`src/design/fcp_pkg.sv`:
```
`default_nettype none
package fcp_pkg;

  // ----------------------------------------------------------------
  // Clock and timing
  // ----------------------------------------------------------------
  localparam int CLK_PERIOD_NS  = 4;
  localparam int BUSY_TIME_NS   = 1000;   // Internal power-up or reset processing
  localparam int BUSY_CYC       = (BUSY_TIME_NS + CLK_PERIOD_NS - 1) / CLK_PERIOD_NS;
  localparam int IRQ_PULSE_NS   = 200;    // Width of a pulse-mode interrupt
  localparam int IRQ_PULSE_CYC  = (IRQ_PULSE_NS + CLK_PERIOD_NS - 1) / CLK_PERIOD_NS;
  localparam int CNT_W          = 9;

  // ----------------------------------------------------------------
  // Widths and data path
  // ----------------------------------------------------------------
  localparam int ADDR_W         = 11;
  localparam int DATA_W         = 16;
  localparam int FIFO_DEPTH     = 16;
  localparam logic [15:0] EMPTY_FILL = 16'h0000;

  // ----------------------------------------------------------------
  // Address decode
  // ----------------------------------------------------------------
  localparam logic [10:0] ATTR_CFG_BASE  = 11'h200;  // Attribute space above: config regs
  localparam logic [10:0] IO_DATA_PORT   = 11'h000;  // I/O port holding the data register
  localparam logic [2:0]  TF_DATA_INDEX  = 3'h0;     // Task-file data register
  localparam int          IO_PORT_MSB    = 3;

  // Register region codes handed to the core
  localparam logic [2:0] RGN_NONE     = 3'h0;
  localparam logic [2:0] RGN_INFO     = 3'h1;
  localparam logic [2:0] RGN_CONFIG   = 3'h2;
  localparam logic [2:0] RGN_IOPORT   = 3'h3;
  localparam logic [2:0] RGN_TASKFILE = 3'h4;
  localparam logic [2:0] RGN_ALTREG   = 3'h5;
  localparam logic [2:0] RGN_COMMON   = 3'h6;

  // Personality, one-hot
  typedef enum logic [2:0] {
    FCP_MEM = 3'b001,
    FCP_IO  = 3'b010,
    FCP_IDE = 3'b100
  } fcp_mode_t;

endpackage : fcp_pkg
`default_nettype wire

```
`src/design/fcp_stream_if.sv`:
```
`default_nettype none
interface fcp_stream_if #(parameter int WIDTH = 16);
  logic [WIDTH-1:0] data;
  logic             valid;
  logic             ready;
  modport src (output data, output valid, input ready);
  modport snk (input data, input valid, output ready);
endinterface : fcp_stream_if
`default_nettype wire

```
`src/design/fcp_fifo.sv`:
```
`default_nettype none
module fcp_fifo #(
  parameter int WIDTH = 16,
  parameter int DEPTH = 16
) (
  // Clock and reset
  input  wire logic     core_clk,
  input  wire logic     rst_n,
  // Fill and drain sides
  fcp_stream_if.snk     fill,
  fcp_stream_if.src     drain
);
  localparam int PTR_W = $clog2(DEPTH);

  logic [WIDTH-1:0] mem [DEPTH];
  logic [PTR_W-1:0] wrPtr_r;
  logic [PTR_W-1:0] rdPtr_r;
  logic [PTR_W:0]   count_r;
  logic [PTR_W:0]   count_nxt;
  logic             notFull_r;
  wire              push = fill.valid && notFull_r;
  wire              pop  = drain.valid && drain.ready;

  // Handshake outputs
  assign fill.ready  = notFull_r;
  assign drain.valid = (count_r != '0);
  assign drain.data  = mem[rdPtr_r];
  assign count_nxt   = count_r + (PTR_W+1)'(push) - (PTR_W+1)'(pop);

  // Storage
  always_ff @(posedge core_clk) begin
    if (push) begin
      mem[wrPtr_r] <= fill.data;
    end
  end

  // Pointers and occupancy
  always_ff @(posedge core_clk) begin
    if (!rst_n) begin
      wrPtr_r   <= '0;
      rdPtr_r   <= '0;
      count_r   <= '0;
      notFull_r <= 1'b1;
    end else begin
      wrPtr_r   <= wrPtr_r + PTR_W'(push);
      rdPtr_r   <= rdPtr_r + PTR_W'(pop);
      count_r   <= count_nxt;
      notFull_r <= (count_nxt != (PTR_W+1)'(DEPTH));
    end
  end

endmodule : fcp_fifo
`default_nettype wire

```
`src/design/fcp_host_port.sv`:
```
`default_nettype none
module fcp_host_port
  import fcp_pkg::*;
(
  // Clock and reset
  input  wire logic              core_clk,
  input  wire logic              rst_n,
  // Host strobes and selects
  input  wire logic              hostReset,
  input  wire logic              outEnable_n,
  input  wire logic              ioRead_n,
  input  wire logic              attrSelect_n,
  input  wire logic [ADDR_W-1:0] addr_in,
  input  wire logic              card_enable_low_n,
  input  wire logic              card_enable_high_n,
  input  wire logic              taskfile_select_n,
  input  wire logic              altreg_select_n,
  // Host data bus and status pin
  output logic [DATA_W-1:0]      dataOut,
  output logic                   dataOeLow,
  output logic                   dataOeHigh,
  output logic                   ready_busy_n,
  // Core control and status
  input  wire logic              coreBusy,
  input  wire logic              ioConfigured,
  input  wire logic              irqPulseMode,
  input  wire logic              coreIrq,
  // Core register read port
  output logic                   regReq,
  output logic [2:0]             regRegion,
  output logic [ADDR_W-1:0]      regIndex,
  output logic [2:0]             personality,
  input  wire logic [DATA_W-1:0] regRdData,
  // Core data stream toward the host
  input  wire logic [DATA_W-1:0] coreData,
  input  wire logic              coreValid,
  output logic                   coreReady
);

  // ----------------------------------------------------------------
  // Byte-lane steering
  // ----------------------------------------------------------------
  // Returns {oeHigh, oeLow, data} for a source word and the enables
  function automatic logic [17:0] laneSteer(input logic [15:0] w, input logic ceLo_n,
                                            input logic ceHi_n, input logic a0);
    logic [17:0] r;
    r = 18'h00000;
    if (!ceLo_n && !ceHi_n) begin
      r = {2'b11, w};                             // Word on all lines
    end else if (!ceLo_n) begin
      r = {2'b01, 8'h00, (a0 ? w[15:8] : w[7:0])}; // Even or odd on low lane
    end else if (!ceHi_n) begin
      r = {2'b10, w[15:8], 8'h00};                 // Odd byte on high lane
    end
    return r;
  endfunction : laneSteer

  // ----------------------------------------------------------------
  // State
  // ----------------------------------------------------------------
  fcp_mode_t         mode_r;
  fcp_mode_t         mode_nxt;
  logic [CNT_W-1:0]  busyCnt_r;
  logic [CNT_W-1:0]  busyCnt_nxt;
  logic              holdHigh_r;
  logic              hostReset_r;
  logic [CNT_W-1:0]  pulseCnt_r;
  logic              coreIrq_r;
  logic              readActive_r;
  logic [DATA_W-1:0] dataWord_r;
  logic [DATA_W-1:0] dataOut_r;
  logic              dataOeLow_r;
  logic              dataOeHigh_r;
  logic              readyPin_r;
  logic              regReq_r;
  logic [2:0]        regRegion_r;
  logic [ADDR_W-1:0] regIndex_r;

  fcp_stream_if #(.WIDTH(DATA_W)) fillIf ();
  fcp_stream_if #(.WIDTH(DATA_W)) drainIf ();

  // ----------------------------------------------------------------
  // Buffer between core and host data reads
  // ----------------------------------------------------------------
  assign fillIf.data  = coreData;
  assign fillIf.valid = coreValid;

  fcp_fifo #(
    .WIDTH (DATA_W),
    .DEPTH (FIFO_DEPTH)
  ) uFifo (
    .core_clk (core_clk),
    .rst_n    (rst_n),
    .fill     (fillIf),
    .drain    (drainIf)
  );

  // ----------------------------------------------------------------
  // Ready/busy and personality
  // ----------------------------------------------------------------
  // Busy while the reset pin is high (unless held high since power-up) and after it drops
  wire resetFall  = hostReset_r && !hostReset;
  wire holdHigh   = holdHigh_r && hostReset;
  wire busyPhase  = !holdHigh && (busyCnt_r != '0);
  wire busyDone   = !holdHigh && (busyCnt_r == CNT_W'(1));

  assign busyCnt_nxt = holdHigh                  ? '0 :
                       (hostReset || resetFall)  ? CNT_W'(BUSY_CYC) :
                       (busyCnt_r != '0)         ? busyCnt_r - CNT_W'(1) :
                       busyCnt_r;

  // IDE strap taken as processing ends; I/O once the core says it is configured
  assign mode_nxt = busyDone ? (!outEnable_n ? FCP_IDE : FCP_MEM) :
                    (mode_r == FCP_IDE) ? FCP_IDE :
                    (ioConfigured ? FCP_IO : FCP_MEM);

  always_ff @(posedge core_clk) begin
    if (!rst_n) begin
      busyCnt_r   <= CNT_W'(BUSY_CYC);
      holdHigh_r  <= 1'b1;
      hostReset_r <= 1'b0;
      mode_r      <= FCP_MEM;
    end else begin
      busyCnt_r   <= busyCnt_nxt;
      holdHigh_r  <= holdHigh;
      hostReset_r <= hostReset;
      mode_r      <= mode_nxt;
    end
  end

  // ----------------------------------------------------------------
  // Interrupt pin shaping
  // ----------------------------------------------------------------
  // Pulse counter loads on a rising core request; the pin follows one edge later
  wire irqRise   = coreIrq && !coreIrq_r;
  wire pulseLow  = (pulseCnt_r != '0);

  always_ff @(posedge core_clk) begin
    if (!rst_n) begin
      coreIrq_r  <= 1'b0;
      pulseCnt_r <= '0;
    end else begin
      coreIrq_r  <= coreIrq;
      if (irqRise && irqPulseMode && mode_r == FCP_IO) begin
        pulseCnt_r <= CNT_W'(IRQ_PULSE_CYC);
      end else if (pulseLow) begin
        pulseCnt_r <= pulseCnt_r - CNT_W'(1);
      end
    end
  end

  // Pin level per personality
  logic readyPin_nxt;
  always_comb begin
    readyPin_nxt = 1'b1;
    if (holdHigh) begin
      readyPin_nxt = 1'b1;
    end else if (busyPhase) begin
      readyPin_nxt = 1'b0;
    end else begin
      case (mode_r)
        FCP_IO:  readyPin_nxt = irqPulseMode ? !pulseLow : !coreIrq;
        FCP_IDE: readyPin_nxt = coreIrq;
        default: readyPin_nxt = !coreBusy;
      endcase
    end
  end

  // ----------------------------------------------------------------
  // Read decode
  // ----------------------------------------------------------------
  wire cardSel   = !card_enable_low_n || !card_enable_high_n;
  wire attrCfg   = (addr_in >= ATTR_CFG_BASE);
  wire [2:0] attrRegion = attrCfg ? RGN_CONFIG : RGN_INFO;
  wire ioPortHit = (addr_in[ADDR_W-1:IO_PORT_MSB+1] == IO_DATA_PORT[ADDR_W-1:IO_PORT_MSB+1]);

  // Memory: attribute select high is common data, low is attribute space
  wire memRead   = !outEnable_n && cardSel;
  wire [2:0] memRegion = attrSelect_n ? RGN_COMMON : attrRegion;
  // I/O: output-enable reaches attribute space only, I/O read the ports
  wire ioAttrRd  = !outEnable_n && cardSel && !attrSelect_n;
  wire ioPortRd  = !ioRead_n && cardSel && !attrSelect_n && ioPortHit;
  // IDE: chip selects pick task file or alternate registers
  wire tfRead    = !ioRead_n && !taskfile_select_n;
  wire altRead   = !ioRead_n && !altreg_select_n;
  wire [2:0] taskfile_index = addr_in[2:0];

  logic       readActive;
  logic [2:0] region;
  always_comb begin
    readActive = 1'b0;
    region     = RGN_NONE;
    case (mode_r)
      FCP_IO: begin
        readActive = ioAttrRd || ioPortRd;
        region     = ioAttrRd ? attrRegion : RGN_IOPORT;
      end
      FCP_IDE: begin
        readActive = tfRead || altRead;
        region     = tfRead ? RGN_TASKFILE : RGN_ALTREG;
      end
      default: begin
        readActive = memRead;
        region     = memRegion;
      end
    endcase
    if (busyPhase) begin
      readActive = 1'b0;
    end
  end

  // Data word source: the stream for common data, I/O data port and task-file data
  wire isData    = (region == RGN_COMMON) ||
                   (region == RGN_IOPORT && addr_in[IO_PORT_MSB:0] == IO_DATA_PORT[3:0]) ||
                   (region == RGN_TASKFILE && taskfile_index == TF_DATA_INDEX);
  wire readStart = readActive && !readActive_r;
  wire [DATA_W-1:0] streamWord = drainIf.valid ? drainIf.data : EMPTY_FILL;
  wire [DATA_W-1:0] srcWord = !isData ? regRdData :
                              (readStart ? streamWord : dataWord_r);

  // Pop one word at the first strobe cycle; the held copy serves the rest
  assign drainIf.ready = readStart && isData;

  // IDE: task-file bytes on low lane, data words on both lanes
  wire ideByte = (mode_r == FCP_IDE) && !(region == RGN_TASKFILE &&
                 taskfile_index == TF_DATA_INDEX);
  wire [17:0] steered = ideByte ? {2'b01, 8'h00, srcWord[7:0]} :
                        (mode_r == FCP_IDE) ? {2'b11, srcWord} :
                        laneSteer(srcWord, card_enable_low_n,
                                  card_enable_high_n, addr_in[0]);

  // Bus drive registers
  always_ff @(posedge core_clk) begin
    if (!rst_n) begin
      readActive_r <= 1'b0;
      dataWord_r   <= '0;
      dataOut_r    <= '0;
      dataOeLow_r  <= 1'b0;
      dataOeHigh_r <= 1'b0;
      readyPin_r   <= 1'b0;
    end else begin
      readActive_r <= readActive;
      dataWord_r   <= (readStart && isData) ? streamWord : dataWord_r;
      dataOut_r    <= readActive ? steered[15:0] : '0;
      dataOeLow_r  <= readActive && steered[16];
      dataOeHigh_r <= readActive && steered[17];
      readyPin_r   <= readyPin_nxt;
    end
  end

  // Register request toward the core
  always_ff @(posedge core_clk) begin
    if (!rst_n) begin
      regReq_r    <= 1'b0;
      regRegion_r <= RGN_NONE;
      regIndex_r  <= '0;
    end else begin
      regReq_r    <= readStart && !isData;
      regRegion_r <= readActive ? region : RGN_NONE;
      regIndex_r  <= (mode_r == FCP_IDE) ? {8'h00, taskfile_index} : addr_in;
    end
  end

  // ----------------------------------------------------------------
  // Outputs
  // ----------------------------------------------------------------
  assign dataOut      = dataOut_r;
  assign dataOeLow    = dataOeLow_r;
  assign dataOeHigh   = dataOeHigh_r;
  assign ready_busy_n = readyPin_r;
  assign regReq       = regReq_r;
  assign regRegion    = regRegion_r;
  assign regIndex     = regIndex_r;
  assign personality  = mode_r;
  assign coreReady    = fillIf.ready;

endmodule : fcp_host_port
`default_nettype wire

```
`config.mk`:
```
export PLATFORM = sky130hd
export DESIGN_NAME = fcp_host_port
export DESIGN_NICKNAME = d
export VERILOG_FILES = /design/src/design/fcp_pkg.sv /design/src/design/fcp_stream_if.sv /design/src/design/fcp_fifo.sv /design/src/design/fcp_host_port.sv
export SDC_FILE = /design/constraint.sdc
export NUM_CORES = 1
export LEC_CHECK = 0
export ABC_AREA = 0
export BUFFER_PORTS_ARGS = -buffer_cell sky130_fd_sc_hd__buf_2
export CAP_MARGIN = 10
export CORE_ASPECT_RATIO = 0.9
export CORE_MARGIN = 2
export CORE_UTILIZATION = 51
export CTS_BUF_LIST = sky130_fd_sc_hd__clkbuf_2 sky130_fd_sc_hd__clkbuf_4 sky130_fd_sc_hd__clkbuf_8
export DETAILED_ROUTE_END_ITERATION = 10
export PLACE_DENSITY = 0.69
export SLEW_MARGIN = 10
export SYNTH_ARGS = -nofsm -noshare
export SYNTH_HDL_FRONTEND = slang
export SYNTH_SLANG_ARGS = --single-unit
```
`constraint.sdc`:
```
create_clock -name core_clk -period 11.55 [get_ports core_clk]
set_clock_uncertainty 0.15 [all_clocks]
set_input_delay 2.31 -clock core_clk [delete_from_list [all_inputs] [get_ports core_clk]]
set_output_delay 2.31 -clock core_clk [all_outputs]
set_load 0.05 [all_outputs]
```
Word level (Yosys, flattened, before mapping)
Memory sizes are Yosys's and may differ from the RTL's. A register that Yosys moved wholly into a read port is not among the register bits. Index checks and enable logic that the tools add are counted.

Add/subtract/negate cells: 6. Magnitude comparators: 1. Equal/unequal tests: 7. Mux-type cells: 32. Bitwise logic cells: 2. Reduce and logical (&&, ||, !) cells: 60.

Operators with widths (count): $mux W18 (5); $mux W16 (3); $mux W8 (4); $logic_and A1 B1 Y1 (25); $reduce_bool A9 Y1 (2); $sub A9 B1 Y9 const B (2); $logic_not A1 Y1 (16); $mux W3 (4); $mux W6 (2); $ge A11 B10 Y1 const B (1); $eq A3 B3 Y1 const B (3); $eq A9 B1 Y1 const B (1); $add A4 B1 Y4 (2); $logic_not A7 Y1 (1); $mux W1 (7); $eq A3 B2 Y1 const B (2); $logic_or A1 B1 Y1 (6); $mux W2 (3); $pmux W3 S2 (1); $reduce_or A3 Y1 (2); $add A5 B1 Y5 (1); $ne A5 B5 Y1 const B (1); $reduce_bool A5 Y1 (1); $sub A5 B1 Y5 (1); other kinds (9) (12).

Flip-flop bits (word level): 89. Bits in writable memories: 256. Input port bits: 58. Output and inout port bits: 38. Word-level logic and storage cells: 132. Memories: 1.

Memories: uFifo.mem (words 16, bits a word 16, read ports 1, clocked after Yosys merged registers in 1, write ports 1, RTL line fcp_fifo.sv:15) `logic [WIDTH-1:0] mem [DEPTH];`.

Logic depth before layout (Yosys ltp)
Gate-level depths: netlist of the first run.

Word-level depth: 17. Gate-level depth with buffers: 19. Mapped depth without buffers: 17.

Modules after synthesis
A second synthesis of the first run with hierarchy kept.

Cells, all modules: 870. Area, all modules: 13948.4 sq um.

Modules (own cells, without submodules): fcp_fifo (instances 1, cells an instance 485, area an instance 10442.5 sq um, seq. area each 7967.6 sq um); fcp_host_port (instances 1, cells an instance 385, area an instance 3505.9 sq um, seq. area each 1501.4 sq um).

Worst setup path before layout of the first run
OpenSTA, ideal clock, no wires.

Path type: in2reg. Start: in attrSelect_n. End: reg uFifo.notFull_r, in the netlist uFifo.fill.ready. Library setup time: 136 ps. Arrival time: 5241 ps. Required time: 11264 ps. Path slack: 6023 ps. Stages on the path: 18. Path buffers: 3. Path through: clkbuf_1 or3_1 o2111a_1 a21boi_2 buf_2 clkbuf_1 nor3_1 ha_1 inv_1 ha_1 inv_1 fa_1 inv_1 a21oi_1 nor2_1 nor2_1 xnor2_1 nand4_1.

Word-level cells in the longest chain between the ends: 12. Elaborated cells on any way between the ends: 22. Classes of those cells: 1 x add/sub; 4 x eq/ne; 5 x mux; 12 x reduce/logical.

RTL lines: start, declared (RTL line fcp_host_port.sv:12) `input wire logic attrSelect_n,`; $logic_not A1 Y1 (RTL line fcp_host_port.sv:181, fcp_host_port.sv:182); $logic_and A1 B1 Y1 (RTL line fcp_host_port.sv:181) `wire ioAttrRd = !outEnable_n && cardSel && !attrSelect_n;`; $mux W2 (RTL line fcp_host_port.sv:196) `region = ioAttrRd ? attrRegion : RGN_IOPORT;`; $pmux W3 S2 (RTL line fcp_host_port.sv:193) `case (mode_r)`; $eq A3 B2 Y1 (RTL line fcp_host_port.sv:214) `(region == RGN_IOPORT && addr_in[IO_PORT_MSB:0] == IO_DATA_PORT[3:0]) ||`; $logic_and A1 B1 Y1 (RTL line fcp_host_port.sv:214); $logic_or A1 B1 Y1 (RTL line fcp_host_port.sv:213) `wire isData = (region == RGN_COMMON) ||`; $logic_or A1 B1 Y1 (RTL line fcp_host_port.sv:214); $logic_and A1 B1 Y1 (*) (RTL line fcp_host_port.sv:222) `assign drainIf.ready = readStart && isData;`; $logic_and A1 B1 Y1 (*) (RTL line fcp_fifo.sv:22) `wire pop = drain.valid && drain.ready;`; $sub A5 B1 Y5 (*) (RTL line fcp_fifo.sv:28) `assign count_nxt = count_r + (PTR_W+1)'(push) - (PTR_W+1)'(pop);`; $ne A5 B5 Y1 (*) (RTL line fcp_fifo.sv:48) `notFull_r <= (count_nxt != (PTR_W+1)'(DEPTH));`; end signal, assigned (RTL line fcp_fifo.sv:48); end, declared (RTL line fcp_fifo.sv:20) `logic notFull_r;`.

Mark *: on every way between the ends. The rest lies on a longest branch, timed or not. A chain may end at the register's enable or synchronous reset.

Worst setup path after layout of the first run
Start: in card_enable_high_n. End: reg uFifo.notFull_r, in the netlist uFifo.fill.ready.

Word-level cells in the longest chain between the ends: 14. Elaborated cells on any way between the ends: 24. Classes of those cells: 1 x add/sub; 4 x eq/ne; 4 x mux; 15 x reduce/logical.

RTL lines: start, declared (RTL line fcp_host_port.sv:15) `input wire logic card_enable_high_n,`; $logic_not A1 Y1 (*); $logic_or A1 B1 Y1 (*) (RTL line fcp_host_port.sv:172) `wire cardSel = !card_enable_low_n || !card_enable_high_n;`; $logic_and A1 B1 Y1 (RTL line fcp_host_port.sv:178, fcp_host_port.sv:181); $logic_and A1 B1 Y1 (RTL line fcp_host_port.sv:181); $mux W2 (RTL line fcp_host_port.sv:196); $pmux W3 S2 (RTL line fcp_host_port.sv:193); $eq A3 B2 Y1 (RTL line fcp_host_port.sv:214); $logic_and A1 B1 Y1 (RTL line fcp_host_port.sv:214); $logic_or A1 B1 Y1 (RTL line fcp_host_port.sv:213); $logic_or A1 B1 Y1 (RTL line fcp_host_port.sv:214); $logic_and A1 B1 Y1 (*) (RTL line fcp_host_port.sv:222); $logic_and A1 B1 Y1 (*) (RTL line fcp_fifo.sv:22); $sub A5 B1 Y5 (*) (RTL line fcp_fifo.sv:28); $ne A5 B5 Y1 (*) (RTL line fcp_fifo.sv:48).

Marks and branches as above.

==> qor.csv, run 1 <==
metric,value,unit
cts_root_buf,clkbuf_8,
synth.most_common_cell,edfxtp_1,
peakVddDrop,0.1057,mV
nets,1045,
port_buffers,95,
crit_path_top_delay_cell,o311ai_4,
p_leak,5.485,nW
worstHoldEndpoint,dataWord_r[11],
ant_nets,0,
syn_inst,853,
maxCapViolCount,0,
r2r_cells,15,
die_area,0.02841,mm2
critPathLaunchType,input port,
cts_resized,0,
cpLargestDelayFamily,compound AO/OA/AOI/OAI gates,
tns,0,ps
min-delay-start,dataWord_r[11],
reg2reg_to,uFifo.fill.ready,
async_flop_share,0,%
min_path_type,reg2reg,
grt_pass1_vias,7785,
final.period_utilization,45.56,%
synth_edf_count,256,
post-synth-top-area-cell,edfxtp_1,
htreeDepth,2,
synth_seq_cells,345,
gr-usage-all-layers,21.11,%
synth_top_area_share,55.67,%
crit_type,in2reg,
syn_avg_cell_area,16.19,um2
status,completed,
setup_viol_count_final,0,
worst_slew_pin_slew,1174,ps
synth_flop_cell,edfxtp_1,
post_cts_buffers,0,
cp.arrival,5520,ps
die_w,177.4,um
fin_area,0.01582,mm2
drive_above_1_share,29.98,%
max-slew-margin-rel,21.52,%
r2r_slack,7240,ps
rsz0062_at_grt,false,
whs_path_depth,2,
start_util,51.49,%
vias,7851,
ios,96,
grt_pass1_wl,44720,um
fp.dieH,160.1,um
dr.pass1.iters,5,
clk_pin_slew,60,ps
hpwl,18130,um
synth-seq-area-share,68.58,%
crit_fanout,34,
reg2reg_from,personality[1],
numCtsBuffers,54,
grt_remaining_overflow,0,
insertion_delay,610,ps
num_rows,57,
critPathRequiredTime,11810,ps
hold_viol,0,
slowest_delay,1030,ps
final_max_slew_viol_count,0,
power_density,179.6,mW/mm2
syn-num-nets,925,
dr.first_iter.drc_count,561,
path_depth,16,
synth_area,0.01381,mm2
ys_warn_count,0,
wl_per_cell,21.67,um
drc,0,
area_delta_synth_final,14.58,%
cts_buffer_depth,3,
clock.fmax,0.1900,GHz
place_congestion,0.8044,
end_kind,register,
cpMostUsedCell,inv_1,
coreArea,0.02682,mm2
viasPerCell,5.731,
antenna_found_initial,2,
fin_crit,5263,ps
cts_tree,built,
synth_common_cells,"edfxtp_1, dfxtp_1, mux4_2, nor2_1, inv_1",
wl,29690,um
cts.sinks,345,
synth_area_leaders,"edfxtp_1, dfxtp_1, mux4_2",
dpl_cell_area,0.01468,mm2
synth_cell_types,68,
crit_buf_inv,4,
crit_path_cell_trace,buf_2 -> a21o_1 -> a211oi_2 -> o311ai_4 -> nor3_1 -> ha_1 -> inv_1 -> ha_1 -> inv_1 -> fa_1 -> inv_1 -> a21oi_1 -> nor2_1 -> nor2_1 -> xnor2_1 -> nand4_1,
grt_max_degree,67,
postCtsHoldBufs,0,
-- sequential cells by signal (all words and copies together), names as in the netlist --
register,cells
uFifo.mem,256
dataOut,16
dataWord_r,16
regIndex,11
busyCnt_r,9
pulseCnt_r,9
uFifo.count_r,5
uFifo.rdPtr_r,4
uFifo.wrPtr_r,4
personality,3
regRegion,3
coreIrq_r,1
dataOeHigh,1
dataOeLow,1
holdHigh_r,1
hostReset_r,1
readActive_r,1
ready_busy_n,1
regReq,1
uFifo.fill.ready,1
-- layer usage --
layer	wire length, um	GRT usage, %	up-vias	part of all wire [%]
met1	12610	28.11	3924	42
met5	0	0	-	0
met3	2200	5.286	47	7.4
li1	-	-	3604	-
met2	14280	34.36	276	48
met4	596	6.520	0	2.0
-- kinds of logic after synthesis --
| logic type | count (synthesis) | share of synthesized area [%] |
|---|---|---|
| flops | 345 | 68.58 |
| compound gates | 146 | 8.019 |
| mux | 73 | 11.10 |
| fa+ha+maj | 14 | 1.323 |
| xor+xnor | 20 | 1.269 |
| buf+inv | 77 | 2.564 |
| simple gates | 178 | 7.149 |
-- worst max-delay path by stage --
stage | startpoint | endpoint | slack (ps)
3_5_place_dp | card_enable_high_n | uFifo.fill.ready | 5720
5_1_grt | card_enable_high_n | uFifo.fill.ready | 5960
3_3_place_gp | card_enable_high_n | uFifo.fill.ready | 5740
2_1_floorplan | attrSelect_n | uFifo.fill.ready | 6020
6_report | card_enable_high_n | uFifo.fill.ready | 6290
4_1_cts | card_enable_high_n | uFifo.fill.ready | 6340
-- cell usage in the layout, fill, tap and decap left out, drive strengths merged, types with 5 or more instances in the layout --
cell	instances
dfxtp	89
nor2	50
nand3	13
or4	9
xor2	5
edfxtp	256
xnor2	15
nand2b	6
o32ai	8
a21oi	15
mux2i	8
o21ai	27
buf	113
and2	19
inv	30
nor3	12
and3	11
nor3b	6
a21boi	22
a22o	16
a22oi	16
nor4	7
clkbuf	80
nand2	24
a221oi	8
mux4	64
clkinv	13
a311oi	8
ha	13
-- final cells by class --
type	count	area [um2]
Tap cell	354	442.9
Fill cell	2051	10990
Inverter	28	105.1
Clock buffer	80	994.7
Clock inverter	17	145.1
Multi-Input combinational cell	431	4044
Sequential cell	345	9474
Timing Repair Buffer	113	610.6
Antenna cell	2	5.005
-- tightest hold or removal path, cell delays in order, from the launching register on --
cell	delay, ps
dfxtp_1	310
o21ai_0	60
a21boi_1	50
-- stage by stage --
stage                     hold slack [ps]  setup WS, ps  std cells  util (%)  total power (W)
after CTS                           322.5          6339       1368     58.98         0.002867
after global routing                348.9          5961       1368     58.98         0.002964
after global placement              307.1          5742       1271     54.73         0.001798
final                               319.3          6287       1370     59.00         0.002841
after detailed placement            313.3          5717       1271     54.73         0.001807
after floorplan                     295.4          6023        853         -         0.001703
-- report_power, final --
group	total [W]	switching (W)	internal (W)	leakage [nW]
clock network	0.00106	0.000465	0.000598	0.606
registers	0.00143	0.0000366	0.00140	3.04
logic	0.000346	0.000203	0.000143	1.84
No activity file was read; power rests on OpenSTA's default activity.
==> run 2: changes to the inputs <==
ABC_AREA = 1   (was 0)
clock period = 5.3 ns   (was 11.55 ns; I/O delays follow)
==> run 2 against run 1 <==
Power grew 120%. Utilization fell by 0.52 points. Wire length rose by 18%. Die area up 4.2%. Combinational power increased to 2.6 times the previous value. Cell area increased by 3.0%.
==> qor.csv, run 2 <==
metric,value,unit,change
gr-usage-all-layers,23.69,%,+2.6 points
hpwl,20650,um,+14%
regMostFlops,uFifo.mem,,
wl,35080,um,+18%
critPathRequiredTime,5600,ps,-6210 ps
r2r_cells,18,,+3
cts_buffer_depth,3,,unchanged
nets,1586,,+52%
grt_remaining_overflow,0,,unchanged
slowest_delay,430,ps,-600 ps
place_congestion,0.9152,,+14%
pwr-share-clk,34.8,%,-2.6 points
whs_path_depth,2,,unchanged
numCtsBuffers,54,,unchanged
path_depth,19,,+3
ys_warn_count,0,,unchanged
crit_path_top_delay_cell,fa_1,,
num_rows,58,,+1.8%
power_density,379.5,mW/mm2,+110%
timing.hold.ws,310.1,ps,-9.207 ps
swShare,27.84,%,+3.0 points
crit_fanout,34,,unchanged
start_util,51.68,%,+0.19 points
synth_top_area_share,53.38,%,-2.3 points
syn-num-nets,1477,,+60%
p_comb_share,14.8,%,+2.6 points
synth_cell_types,45,,-34%
fp.dieH,163.4,um,+2.1%
insertion_delay,590,ps,-20 ps
coreArea,0.02787,mm2,+3.9%
layout_common_cells,"nand2_1, edfxtp_1, nand3_1, buf_2, dfxtp_1",,
clk_pin_slew,60,ps,about the same
peakVddDrop,0.2546,mV,+140%
crit_type,in2reg,,
cpLargestDelayFamily,simple AND/OR/NAND/NOR gates,,
area_delta_synth_final,13.16,%,
switchingPower,0.001722,W,+140%
synth.most_common_cell,nand2_1,,
async_flop_share,0,%,unchanged
viasPerCell,5.399,,-5.8%
drc,0,,unchanged
crit_path_cell_trace,buf_2 -> nor2_1 -> nand3_1 -> nand2_1 -> nand2_1 -> nor2_2 -> nand2_4 -> nand3_4 -> nand2_2 -> nor2_1 -> ha_1 -> inv_1 -> ha_1 -> inv_1 -> fa_1 -> nor2_1 -> a211oi_1 -> a21oi_1 -> nand4_1,,
post-synth-top-area-cell,edfxtp_1,,
worst_slew_pin_slew,1273,ps,+98.79 ps
ant_nets,0,,unchanged
synth_edf_count,256,,unchanged
post_cts_buffers,0,,unchanged
max-slew-margin-rel,15.03,%,-6.5 points
synth_seq_cells,345,,unchanged
tns,0,ps,unchanged
reg2reg_from,personality[1],,
hold_viol,0,,unchanged
fin_area,0.01630,mm2,+3.0%
dpl_cell_area,0.01524,mm2,+3.9%
final_max_slew_viol_count,0,,unchanged
end_kind,register,,
wl_per_cell,18.28,um,-16%
cts_resized,0,,unchanged
power,0.006184,W,+120%
synth_area,0.01440,mm2,+4.3%
synth_flop_cell,edfxtp_1,,
postCtsHoldBufs,0,,unchanged
grt_max_degree,89,,+33%
cp.arrival,4360,ps,-1160 ps
rsz0062_at_grt,false,,
ios,96,,unchanged
status,completed,,
seqPwrFrac,50.4,%,about the same
synth_area_leaders,"edfxtp_1, dfxtp_1, nand2_1",,
cpMostUsedCell,nor2_1,,
port_buffers,95,,unchanged
syn_inst,1405,,+65%
cts.sinks,345,,unchanged
clock.fmax,0.2461,GHz,
grt_pass1_wl,54270,um,+21%
nFillCells,2365,,+15%
largest_reg_flops,256,,unchanged
min_path_type,reg2reg,,
synth_common_cells,"nand2_1, edfxtp_1, nand3_1, dfxtp_1, nor2_1",,
cts_root_buf,clkbuf_8,,
r2r_slack,1400,ps,-5840 ps
htreeDepth,2,,unchanged
vias,10360,,+32%
reg2reg_to,uFifo.fill.ready,,
p_leak,6.512,nW,+19%
cts_tree,built,,
synth-seq-area-share,65.75,%,-2.8 points
maxCapViolCount,0,,unchanged
setup_viol_count_final,0,,unchanged
final.period_utilization,76.66,%,
dr.first_iter.drc_count,1095,,+95%
grt_pass1_vias,9930,,+28%
dr.pass1.iters,8,,+3
drive_above_1_share,17.02,%,-13 points
antenna_found_initial,2,,unchanged
critPathLaunchType,input port,,
die_w,181.1,um,+2.1%
intPower,0.004462,W,+110%
die_area,0.02960,mm2,+4.2%
crit_buf_inv,3,,-1
fin_crit,4063,ps,
final_common_cell,nand2_1,,
min-delay-start,dataWord_r[14],,
syn_avg_cell_area,10.25,um2,-37%
worstHoldEndpoint,dataWord_r[14],,
-- run 2: cell count changes after synthesis, moves of 15 or more --
cell      previous run  this run
a21oi_1             14        44
mux4_2              64         0
a21boi_0            15         0
nand2_1             24       431
a22oi_1             16         0
and2_1              19         1
nand3_1             13       250
inv_1               28        72
buf_2               13        29
a22o_1              16         0
nor2_1              49        77
-- run 2: through the flow --
stage                     cells  setup WS (ps)  util [%]
after floorplan            1405           1552         -
after global placement     1818          825.3     54.71
after detailed placement   1818          690.5     54.71
after CTS                  1917           1284     58.45
after global routing       1918          950.9     58.47
final                      1919           1237     58.48
-- run 2: worst max-delay path by stage --
stage | from | to | slack [ps]
finish | attrSelect_n | uFifo.fill.ready | 1240
global route | attrSelect_n | uFifo.fill.ready | 950
CTS | attrSelect_n | uFifo.fill.ready | 1280
detailed placement | attrSelect_n | uFifo.fill.ready | 690
global placement | addr_in[9] | uFifo.fill.ready | 830
floorplan | addr_in[9] | uFifo.fill.ready | 1550
-- run 2: cells by family (layout without fill, tap and decap cells) --
| family | Yosys count | in the layout | share of synthesized area, % |
|---|---|---|---|
| flip-flops | 345 | 345 | 65.75 |
| adder cells (fa/ha/maj) | 14 | 14 | 1.268 |
| XOR/XNOR | 12 | 12 | 0.7298 |
| AND/OR/NAND/NOR | 815 | 815 | 25.07 |
| other | 0 | 2 | 0 |
| buffers and inverters | 144 | 296 | 4.274 |
| AO/OA/AOI/OAI | 75 | 75 | 2.910 |
-- run 2: layout make-up --
| type | count | area (um2) | share of cell area [%] |
|---|---|---|---|
| multi-input cells | 916 | 4362 | 26.76 |
| repair buffers | 118 | 660.6 | 4.054 |
| flip-flops and latches | 345 | 9474 | 58.13 |
| inverters | 79 | 302.8 | 1.858 |
| diodes | 2 | 5.005 | 0.03071 |
| clock buffers | 78 | 935.9 | 5.743 |
| well taps | 360 | 450.4 | 2.764 |
| clock inverters | 21 | 106.4 | 0.6526 |
-- run 2: routing by layer --
layer,up-vias,track usage [%],part of all wire (%)
met1,4890,31.72,42
li1,5007,-,-
met5,-,0,0
met2,377,39.12,48
met3,87,4.103,7.5
met4,0,8.795,2.7
-- run 2: power groups by stage --
stage,combinational (W),sequential (W),clock (W)
after floorplan,0.000599,0.00319,0
after global placement,0.000883,0.00317,0
after detailed placement,0.000910,0.00317,0
after CTS,0.000915,0.00312,0.00219
after global routing,0.00103,0.00313,0.00231
final,0.000916,0.00312,0.00215
-- run 2: worst register-to-register path, stage by stage, from the launching register on --
cell	delay, ps
dfxtp_1	360
nor2_2	200
nand2_4	140
nand3_2	120
inv_1	60
nor2_2	180
nand2_4	160
nand3_4	390
nand2_2	340
nor2_1	250
ha_1	260
inv_1	60
ha_1	160
inv_1	60
fa_1	430
nor2_1	130
a211oi_1	70
a21oi_1	180
nand4_1	100
==> run 3: changes to the inputs <==
PLACE_DENSITY = 0.72   (was 0.69)
clock period = 3.6 ns   (was 5.3 ns; I/O delays follow)
==> run 3 against run 2 <==
Wire length is 0.59% higher. Non-clock buffer count up 12. Cell count is 0.42% higher. Largest power group unchanged. Sequential power increased by 47%. Via count is 2.2% higher.
==> qor.csv, run 3 (synthesis results as in run 2) <==
metric,value,unit,change
cts_root_buf,clkbuf_8,,
use_met1,32.82,%,+1.1 points
rsz0062_at_grt,false,,
grt_pass1_vias,10390,,+4.7%
crit_path_cell_trace,inv_1 -> ha_1 -> nand2_1 -> nor2_2 -> nand2_2 -> a21oi_4 -> nand3_4 -> clkinv_4 -> nand2_2 -> nor2_1 -> ha_1 -> inv_1 -> ha_1 -> inv_1 -> fa_1 -> nor2_1 -> a211oi_1 -> a21oi_1 -> nand4_1,,
gr-usage-all-layers,24.02,%,+0.33 points
die_area,0.02960,mm2,unchanged
numCtsBuffers,55,,+1.9%
coreArea,0.02787,mm2,unchanged
final.period_utilization,89.24,%,
use_met3,4.771,%,+0.67 points
hold_viol,0,,unchanged
ant_nets,0,,unchanged
antenna_found_initial,1,,-1
regMostFlops,uFifo.mem,,
cts_tree,built,,
p_leak,6.622,nW,+1.7%
cp.arrival,3520,ps,-840 ps
nets,1599,,+0.82%
vias,10590,,+2.2%
busiest_layer,met2,,
insertion_delay,600,ps,about the same
grt_pass1_wl,55260,um,+1.8%
final_common_cell,nand2_1,,
dr.pass1.iters,7,,-1
slowest_delay,420,ps,about the same
htreeDepth,2,,unchanged
fin_area,0.01648,mm2,+1.2%
final_max_slew_viol_count,0,,unchanged
place_congestion,0.8925,,-2.5%
setup_viol_count_final,0,,unchanged
crit_buf_inv,4,,+1
end_kind,register,,
crit_type,reg2reg,,
worst_slew_pin_slew,844.7,ps,-428.4 ps
drive_above_1_share,17.61,%,+0.59 points
port_buffers,95,,unchanged
ios,96,,unchanged
critPathRequiredTime,3910,ps,-1690 ps
tns,0,ps,unchanged
power_density,568.8,mW/mm2,+50%
crit_path_top_delay_cell,fa_1,,
postCtsHoldBufs,0,,unchanged
area_delta_synth_final,14.47,%,
die_w,181.1,um,unchanged
clk_pin_slew,60,ps,about the same
fp.dieH,163.4,um,unchanged
wl_per_cell,18.31,um,+0.17%
status,completed,,
min_path_type,in2reg,,
drc,0,,unchanged
hpwl,21080,um,+2.1%
viasPerCell,5.496,,+1.8%
layout_common_cells,"nand2_1, edfxtp_1, nand3_1, buf_2, dfxtp_1",,
max-slew-margin-rel,43.68,%,+29 points
wl,35290,um,+0.59%
grtUsageMet2,38.07,%,-1.0 points
grt_max_degree,130,,+46%
diodes,0,,-2
clock.fmax,0.3113,GHz,
grt_remaining_overflow,0,,unchanged
cts_resized,0,,unchanged
cts.sinks,345,,unchanged
post_cts_buffers,0,,unchanged
crit_fanout,4,,-88%
cts_buffer_depth,3,,unchanged
dpl_cell_area,0.01536,mm2,+0.76%
fin_crit,3213,ps,
maxCapViolCount,0,,unchanged
dr.first_iter.drc_count,1047,,-4.4%
cpLargestDelayFamily,adder cells,,
critPathLaunchType,register,,
peakVddDrop,0.4616,mV,+81%
largest_reg_flops,256,,unchanged
start_util,51.68,%,unchanged
num_rows,58,,unchanged
## run 3: cell types whose count changed in the layout (fill, tap and decap cells not counted), sizes merged
cell,before,now
buf,118,130
bufinv,0,2
clkbuf,78,80
clkinv,21,16
clkinvlp,3,1
diode,2,0
inv,76,77
## run 3: cell type report
| class | count | area [um2] |
|---|---|---|
| fill | 2365 | 11380 |
| timing repair buffer | 130 | 775.7 |
| inverter | 79 | 302.8 |
| multi-input combinational | 916 | 4357 |
| clock buffer | 80 | 982.2 |
| clock inverter | 17 | 142.6 |
| sequential | 345 | 9474 |
| tap | 360 | 450.4 |
## run 3: where the power goes
part | switching (W) | internal [W] | total (W)
clock network | 0.00151 | 0.00189 | 0.00340
registers | 0.0000929 | 0.00448 | 0.00458
logic | 0.000968 | 0.000432 | 0.00140
total | 0.00257 | 0.00681 | 0.00938
## run 3: path summary, 6_finish.rpt
path                      end  cells after the start  slack [ps]           from
min            personality[0]                      2         170   ioConfigured
max          uFifo.fill.ready                     19         390   busyCnt_r[0]
max reg2reg  uFifo.fill.ready                     19         390   busyCnt_r[0]
min reg2reg     dataWord_r[4]                      2         310  dataWord_r[4]
## run 3: stage by stage
step / hold slack [ps] / instances / setup WS, ps / power, W / utilization (%)
detailed placement: 302.5 / 1830 / 79.31 / 0.006051 / 55.12
global route: 160.7 / 1927 / 52.63 / 0.009776 / 59.16
finish: 169.2 / 1927 / 387.4 / 0.009376 / 59.16
floorplan: 289.4 / 1405 / 158.0 / 0.005582 / -
CTS: 132.4 / 1927 / 359.8 / 0.009431 / 59.16
global placement: 298.8 / 1830 / 223.5 / 0.005997 / 55.12
## run 3: worst reg2reg max path: stages (launching register included)
cell,delay [ps]
dfxtp_1,320
inv_1,110
ha_1,220
nand2_1,110
nor2_2,140
nand2_2,110
a21oi_4,170
nand3_4,100
clkinv_4,60
nand2_2,50
nor2_1,130
ha_1,240
inv_1,60
ha_1,160
inv_1,60
fa_1,420
nor2_1,120
a211oi_1,60
a21oi_1,170
nand4_1,120
## run 3: routing by layer
metal,up-vias,wire [um]
li1,5020,-
met4,2,1071
met2,426,16500
met1,5053,14950
met5,-,13
met3,89,2754
